## src/rtl/asram_consts.svh

```systemverilog
// Timing and geometry constants for the asynchronous static memory controller.
`ifndef ASRAM_CONSTS_SVH
`define ASRAM_CONSTS_SVH
`define ASRAM_CLK_PERIOD_PS      8000
// Standard grade figures in ns.
`define ASRAM_READ_CYCLE_NS      70
`define ASRAM_ADDR_ACCESS_NS     70
`define ASRAM_OE_TO_DATA_NS      35
`define ASRAM_WE_PULSE_NS        50
`define ASRAM_DATA_SETUP_NS      30
`define ASRAM_WRITE_FLOAT_NS     25
`define ASRAM_OE_FLOAT_NS        25
`define ASRAM_STANDBY_NS         70
`define ASRAM_RETENTION_LEAD_NS  0
// Cycle counts: least times round up.
`define ASRAM_CYC_UP(ns)         (((ns) * 1000 + `ASRAM_CLK_PERIOD_PS - 1) / `ASRAM_CLK_PERIOD_PS)
`define ASRAM_READ_CYC           `ASRAM_CYC_UP(`ASRAM_ADDR_ACCESS_NS + 8)
`define ASRAM_WE_CYC             `ASRAM_CYC_UP(`ASRAM_WRITE_FLOAT_NS + `ASRAM_DATA_SETUP_NS)
`define ASRAM_FLOAT_CYC          `ASRAM_CYC_UP(`ASRAM_OE_FLOAT_NS)
`define ASRAM_STANDBY_CYC        `ASRAM_CYC_UP(`ASRAM_STANDBY_NS)
`define ASRAM_CNT_W              4
`endif

```

## src/rtl/asram_pkg.sv

```systemverilog
// Types for the asynchronous static memory controller.
package asram_pkg;
   typedef enum logic [5:0]
   {
      ASRAM_IDLE    = 6'h01,
      ASRAM_RSETUP  = 6'h02,
      ASRAM_WPULSE  = 6'h04,
      ASRAM_WEND    = 6'h08,
      ASRAM_FLOAT   = 6'h10,
      ASRAM_STANDBY = 6'h20
   } asram_state_t;

   typedef struct packed
   {
      logic        we;
      logic [14:0] addr;
      logic [7:0]  wdata;
   } asram_req_t;

   typedef struct packed
   {
      logic        cs_n;
      logic        we_n;
      logic        oe_n;
      logic [14:0] addr;
      logic [7:0]  dout;
      logic        doe;
   } asram_pins_t;

   typedef struct packed
   {
      asram_state_t state;
      logic [3:0]   cnt;
      asram_pins_t  pins;
      logic         req_ready;
      logic         rvalid;
      logic [7:0]   rdata;
      logic         standby;
      logic [1:0]   din_m;
      logic [15:0]  din_s;
   } asram_regs_t;
endpackage : asram_pkg

```

## src/rtl/asram_ctrl.sv

```systemverilog
// Host controller driving an asynchronous 32K x 8 static memory by its pins.
// =====================================================================
// Behaviour
// - Data setup and hold are timed against the strobe that ends the write.
// - Address must be valid no later than chip select falling.
// - Host must not drive data lines while the memory drives them.
// - Host holds write strobe high during a whole read cycle.
// - Strobe-ended write with output enable low lasts float delay plus setup.
// - Host deselects memory before retention entry; lead time 0 ns.
`timescale 1ns/10ps
`include "asram_consts.svh"

module asram_ctrl
   import asram_pkg::*;
(
   input  wire logic        clk_sys,
   input  wire logic        resetn,
   input  wire asram_req_t  req,
   input  wire logic        req_valid,
   output logic             req_ready,
   output logic             rvalid,
   output logic [7:0]       rdata,
   input  wire logic        retention_req,
   output logic             standby,
   output logic             cs_n,
   output logic             we_n,
   output logic             oe_n,
   output logic [14:0]      address_lines,
   output logic [7:0]       data_lines_o,
   output logic             data_lines_oe,
   input  wire logic [7:0]  data_lines_i
);

   localparam logic [3:0] READ_CYC    = 4'(`ASRAM_READ_CYC);
   localparam logic [3:0] WE_CYC      = 4'(`ASRAM_WE_CYC);
   localparam logic [3:0] FLOAT_CYC   = 4'(`ASRAM_FLOAT_CYC);
   localparam logic [3:0] STANDBY_CYC = 4'(`ASRAM_STANDBY_CYC);

   asram_regs_t r_q;
   asram_regs_t r_d;

   // =====================================================================
   // Next state
   always_comb
   begin
      r_d        = r_q;
      r_d.rvalid = 1'b0;
      r_d.din_m  = 2'h0;
      // Data pins come from another domain; two flops before use.
      r_d.din_s  = {r_q.din_s[7:0], data_lines_i};
      case (r_q.state)
         ASRAM_IDLE:
         begin
            r_d.pins.we_n = 1'b1;
            r_d.pins.oe_n = 1'b1;
            r_d.pins.doe  = 1'b0;
            if (retention_req)
            begin
               // Deselect first, standby is reported once the memory is down.
               r_d.pins.cs_n = 1'b1;
               r_d.req_ready = 1'b0;
               r_d.cnt       = STANDBY_CYC;
               r_d.state     = ASRAM_STANDBY;
            end
            else if (req_valid && r_q.req_ready)
            begin
               r_d.req_ready = 1'b0;
               // Address goes out together with chip select falling.
               r_d.pins.addr = req.addr;
               r_d.pins.cs_n = 1'b0;
               if (req.we)
               begin
                  r_d.pins.dout = req.wdata;
                  r_d.pins.doe  = 1'b1;
                  r_d.pins.we_n = 1'b0;
                  r_d.cnt       = WE_CYC;
                  r_d.state     = ASRAM_WPULSE;
               end
               else
               begin
                  r_d.pins.oe_n = 1'b0;
                  r_d.cnt       = READ_CYC;
                  r_d.state     = ASRAM_RSETUP;
               end
            end
            else
            begin
               r_d.pins.cs_n = 1'b1;
               r_d.req_ready = 1'b1;
            end
         end
         ASRAM_RSETUP:
         begin
            // Write strobe stays high for the whole read; host never drives.
            r_d.pins.we_n = 1'b1;
            r_d.pins.doe  = 1'b0;
            if (r_q.cnt == 4'h0)
            begin
               // Two sync stages plus margin cover access time and pin delay.
               r_d.rdata     = r_q.din_s[15:8];
               r_d.rvalid    = 1'b1;
               r_d.pins.oe_n = 1'b1;
               r_d.cnt       = FLOAT_CYC;
               r_d.state     = ASRAM_FLOAT;
            end
            else
            begin
               r_d.cnt = r_q.cnt - 4'h1;
            end
         end
         ASRAM_WPULSE:
         begin
            if (r_q.cnt == 4'h0)
            begin
               // Write strobe rises first, data still held one cycle after.
               r_d.pins.we_n = 1'b1;
               r_d.state     = ASRAM_WEND;
            end
            else
            begin
               r_d.cnt = r_q.cnt - 4'h1;
            end
         end
         ASRAM_WEND:
         begin
            r_d.pins.doe  = 1'b0;
            r_d.pins.cs_n = 1'b1;
            r_d.req_ready = 1'b1;
            r_d.state     = ASRAM_IDLE;
         end
         ASRAM_FLOAT:
         begin
            // Memory may still drive until its float delay passes.
            if (r_q.cnt == 4'h0)
            begin
               r_d.pins.cs_n = 1'b1;
               r_d.req_ready = 1'b1;
               r_d.state     = ASRAM_IDLE;
            end
            else
            begin
               r_d.cnt = r_q.cnt - 4'h1;
            end
         end
         ASRAM_STANDBY:
         begin
            r_d.pins.cs_n = 1'b1;
            r_d.pins.doe  = 1'b0;
            if (r_q.cnt != 4'h0)
            begin
               r_d.cnt = r_q.cnt - 4'h1;
            end
            else if (!retention_req)
            begin
               r_d.standby   = 1'b0;
               r_d.req_ready = 1'b1;
               r_d.state     = ASRAM_IDLE;
            end
            else
            begin
               r_d.standby = 1'b1;
            end
         end
         default:
         begin
            r_d.state = ASRAM_IDLE;
         end
      endcase
   end

   // =====================================================================
   // State register
   always_ff @(posedge clk_sys or negedge resetn)
   begin
      if (!resetn)
      begin
         r_q            <= '0;
         r_q.state      <= ASRAM_IDLE;
         r_q.pins.cs_n  <= 1'b1;
         r_q.pins.we_n  <= 1'b1;
         r_q.pins.oe_n  <= 1'b1;
      end
      else
      begin
         r_q <= r_d;
      end
   end

   assign req_ready     = r_q.req_ready;
   assign rvalid        = r_q.rvalid;
   assign rdata         = r_q.rdata;
   assign standby       = r_q.standby;
   assign cs_n          = r_q.pins.cs_n;
   assign we_n          = r_q.pins.we_n;
   assign oe_n          = r_q.pins.oe_n;
   assign address_lines = r_q.pins.addr;
   assign data_lines_o  = r_q.pins.dout;
   assign data_lines_oe = r_q.pins.doe;

endmodule : asram_ctrl

```

## config.mk

```make
export PLATFORM = sky130hd
export DESIGN_NAME = asram_ctrl
export DESIGN_NICKNAME = d
export VERILOG_FILES = /design/src/rtl/asram_pkg.sv /design/src/rtl/asram_ctrl.sv
export VERILOG_INCLUDE_DIRS = /design/src /design/src/rtl
export SDC_FILE = /design/constraint.sdc
export NUM_CORES = 1
export LEC_CHECK = 0
export BUFFER_PORTS_ARGS = -buffer_cell sky130_fd_sc_hd__buf_4
export CAP_MARGIN = 40
export CORE_MARGIN = 2
export CORE_UTILIZATION = 49
export CTS_BUF_LIST = sky130_fd_sc_hd__clkbuf_2
export DETAILED_ROUTE_END_ITERATION = 12
export GPL_TIMING_DRIVEN = 0
export PLACE_DENSITY = 0.78
export SLEW_MARGIN = 30
export SYNTH_ARGS = -nofsm -noshare
export SYNTH_HDL_FRONTEND = slang
export SYNTH_SLANG_ARGS = --single-unit
```

## constraint.sdc

```tcl
create_clock -name clk_sys -period 2 [get_ports clk_sys]
set_input_delay 0 -clock clk_sys [delete_from_list [all_inputs] [get_ports clk_sys]]
set_output_delay 0 -clock clk_sys [all_outputs]
set_load 0.1 [all_outputs]
```

After elaboration in Yosys (flattened, before gate mapping)
Cells that the tools add are included.

Register bits after elaboration: 64. Input port bits: 36. Output and inout bits: 38. Logic and storage cells: 83.

Add/subtract/negate cells: 1. Equality and inequality tests: 14. Mux-type cells: 31. Bitwise operators: 2. Reductions and logical operators: 22.

Operators by type and width (count): two-way mux 26 bit (2); two-way mux 6 bit (5); case mux 6 bit (5 select lines) (1); two-way mux 9 bit (3); case mux 4 bit (4 select lines) (1); != test 2 bit (second input constant) (7); two-way mux 4 bit (3); AND reduction 4 bit (3); nonzero test 4 bit (3); two-way mux 11 bit (1); two-way mux 10 bit (1); AND reduction 2 bit (5); two-way mux 1 bit (8); two-way mux 7 bit (1); equality test 6 x 1 -> 1 bit (second input constant) (1); equality test 6 x 2 -> 1 bit (second input constant) (1); equality test 6 x 3 -> 1 bit (second input constant) (1); equality test 6 x 4 -> 1 bit (second input constant) (1); equality test 6 x 5 -> 1 bit (second input constant) (1); equality test 6 bit (second input constant) (1); case mux 1 bit (3 select lines) (2); AND reduction 6 bit (1); nonzero test 3 bit (2); zero test 4 bit (1); other kinds (10) (14).

Depth between registers and ports, before layout
Depth in word-level cells: 4. Gate-level depth with buffers: 8. Depth with buffers taken out: 7.

Worst setup path after synthesis
Ideal clock, no wire load.

Kind: register to register. From: reg r_q (netlist bit req_ready). To: reg r_q (netlist bit address_lines[1]). Library setup time: 0.125 ns. Arrival time: 2.107 ns. Required time: 1.875 ns. Setup slack: -0.231 ns. Stages on the path, launching flop included: 5. Path buffers: 1. Path through: dfrtp_1 nand2_1 nor3_4 buf_4 mux2_2.

Cells in the longest elaborated chain, start to end: 2.

RTL lines: start: declaration (line asram_ctrl.sv:39) `asram_regs_t r_q;`; start signal: assignment (line asram_ctrl.sv:185) `r_q <= r_d;`; logical AND 1 bit (line asram_ctrl.sv:65) `else if (req_valid && r_q.req_ready)`; AND reduction 3 bit (no source line).

No other way between the ends. A chain may end at the register's enable or synchronous reset.

Final worst setup path
From: reg r_q[60] (netlist name). To: reg r_q[57] (netlist name).

Cells in the longest elaborated chain, start to end: 4.

RTL lines: equality test 6 x 5 -> 1 bit / equality test 6 x 3 -> 1 bit (equally long branches) (line asram_ctrl.sv:51) `case (r_q.state)`; OR reduction 2 bit (no source line); != test 2 bit (no source line) / nonzero test 4 bit (equally long branches); AND reduction 4 bit (no source line).

Several ways; a longest one is shown, not always the timed one.

==> impl_metrics.tcl <==
set metrics [dict create \
    min_to "r_q[65]$_DFFE_PN0P_" \
    yosysSeqAreaShare_pct 56.6 \
    hp-start "retention_req" \
    fmax_ghz 0.516 \
    grt_use_met2_pct 36.7 \
    initial_utilization_pct 51.3 \
    reg2reg_from "r_q[60]$_DFFE_PN1P_" \
    syn_inst 247 \
    wire_per_inst_um 14.8 \
    viasPerCell 4.96 \
    std_cell_rows 27 \
    grtUsageTotal_pct 22.3 \
    h-tree-depth 3 \
    required_ps 2410 \
    hp-class "in2reg" \
    die_x_um 80.1 \
    finalNonFillerCells 454 \
    fin_crit_sh_pct 97.0 \
    status "completed" \
    drv_cap 0 \
    use_met3_pct 5.17 \
    worst_pin_slew_ps 469 \
    yosysUniqueCellTypes 39 \
    synth_edf_count 0 \
    synthFlopType "dfrtp_1" \
    nets 415 \
    hpwlAfterDp_um 4010 \
    dieArea_um2 6420 \
    die_h_um 80.1 \
    io_pins 74 \
    hold_viol 0 \
    grt_util_met1_pct 28.0 \
    final_cell_mix "buf_4 (115), dfrtp_1 (58), dlygate4sd3_1 (35)" \
    io_buffers 73 \
    clock_path_buffers 2 \
    end_kind "register" \
    rrSetupSlack_ps 60 \
    gr-total-overflow 0 \
    synth_nets 285 \
    area_delta_synth_final_pct 46.3 \
    place_area_um2 3480 \
    n_antenna_cell 0 \
    clock_skew_ps 14.0 \
    slew_headroom_pct 68.8 \
    drc 0 \
    final_common_cell "buf_4" \
    async_flop_share_pct 100 \
    critPathMaxFanout 10 \
    finalCoreUtilization_pct 75.0 \
    grt_pass1_vias 2313 \
    rsz0062_at_grt "true" \
    tritoncts "yes" \
    synth_area_um2 2840 \
    busiest_layer "met2" \
    ys_ff_latch 64 \
    yosysWarnings 0 \
    drv_slew 0 \
    drt-pass1-iter-count 4 \
    antenna_found_initial 0 \
    crit_type "reg2reg" \
    placed_cells 392 \
    setup_viol 0 \
    hold_ws_ps 106 \
    min_path_cells 4 \
    design_area_um2 4150 \
    power_density_nw_per_um2 1790 \
    grt_pass1_wl_um 10800 \
    start_kind "register" \
    cts_sinks 64 \
    drtAntennaViolNets 0 \
    arrival_ps 2350 \
    r2r_cells 5 \
    ir_worst_vdd_mv 1.84 \
    gp_congestion 0.875 \
    core_area_um2 5540 \
    grt_max_degree 65 \
    insertion_delay_ps 500 \
    path_clk_slew_ps 190 \
    cts-buffers-inserted 9 \
    num_vias 2251 \
    drive_above_1_share_pct 47.4 \
    leakage_nw 2.05 \
    drt_iter0_markers 215 \
    r2r-end "r_q[57]$_DFFE_PN0P_" \
    routed_wirelength_um 6720 \
    avgSynthCellArea_um2 11.5 \
    n_fill_cell 375 \
    root_buffer "clkbuf_2" \
    fin_crit_ps 1940 \
]
## logic make-up after synthesis
logic type / after synthesis / synth area share (%)
xor+xnor: 5 / 1.54
mux: 26 / 10.3
flops: 64 / 56.6
buf+inv: 46 / 10.4
simple gates: 68 / 12.3
compound gates: 36 / 7.93
fa+ha+maj: 2 / 0.881
## through the flow
step / worst slack, ps / power, mW / TNS [ps]
finish: 60.4 / 7.45 / 0
global route: -10.3 / 7.75 / -10.3
CTS: 10.5 / 7.31 / 0
detailed placement: -281 / 6.08 / -4510
global placement: -239 / 6.01 / -3940
floorplan: 24.1 / 5.32 / 0
## worst max path at each step
stage / from / to / depth (start not counted)
2_1_floorplan: r_q[60]$_DFFE_PN1P_ / address_lines[1]$_DFFE_PN0P_ / 5
3_3_place_gp: r_q[60]$_DFFE_PN1P_ / address_lines[4]$_DFFE_PN0P_ / 5
3_5_place_dp: r_q[60]$_DFFE_PN1P_ / address_lines[4]$_DFFE_PN0P_ / 5
4_1_cts: r_q[63]$_DFFE_PN0P_ / address_lines[7]$_DFFE_PN0P_ / 6
5_1_grt: r_q[63]$_DFFE_PN0P_ / standby$_DFFE_PN0P_ / 5
6_report: r_q[60]$_DFFE_PN1P_ / r_q[57]$_DFFE_PN0P_ / 5
## sequential cells by signal (all words and copies together), names as in the netlist
name           cells
rvalid             1
standby            1
address_lines     15
oe_n               1
cs_n               1
r_d                8
data_lines_o       8
we_n               1
r_q               18
data_lines_oe      1
req_ready          1
rdata              8
## metal layers
| layer | wire (um) | up-vias |
|---|---|---|
| met5 | 0 | - |
| met4 | 138 | 0 |
| met3 | 416 | 17 |
| met2 | 3490 | 73 |
| met1 | 2680 | 1082 |
| li1 | - | 1079 |
## critical path: stages, from the launching register on
cell,delay (ps)
dfstp_2,600
buf_2,250
nor3_1,100
o311ai_2,340
o21bai_4,220
mux2_2,350
## layout make-up
type                            count  area [um^2]  share of cell area, %
Clock inverter                      7          119                   2.86
Sequential cell                    64         1610                   38.7
Inverter                            5         18.8                  0.452
Timing Repair Buffer              120         1000                   24.1
Clock buffer                        9         45.0                   1.08
Multi-Input combinational cell    137          986                   23.7
Buffer                             40          285                   6.87
Tap cell                           72         90.1                   2.17
## synth_stat cells (all sizes together) (6+ instances only)
library cell  count  area share [%]
nand2            34             4.7
o21ai             7             1.2
a21oi            11             1.9
nor3              8             1.8
clkbuf            6            0.79
buf              35             9.0
dfrtp            60              53
mux2             26              10
nor2              8             1.1
## power by group
part	total (mW)	internal [mW]	switching, mW
registers	1.94	1.69	0.248
logic	4.47	1.46	3.01
clock network	1.05	0.541	0.505
total	7.45	3.69	3.77
## repair_timing
| action | CTS | global route |
|---|---|---|
| endpoints found under the hold margin | 99 | 18 |
| resized for setup | 4 | 14 |
| hold buffers | 34 | 1 |
| pin swaps | 3 | 1 |
| buffers inserted | 8 | 3 |
| setup endpoints to repair | 36 | 28 |
| gates cloned | 0 | 0 |
No activity file was read; power rests on OpenSTA's default activity.
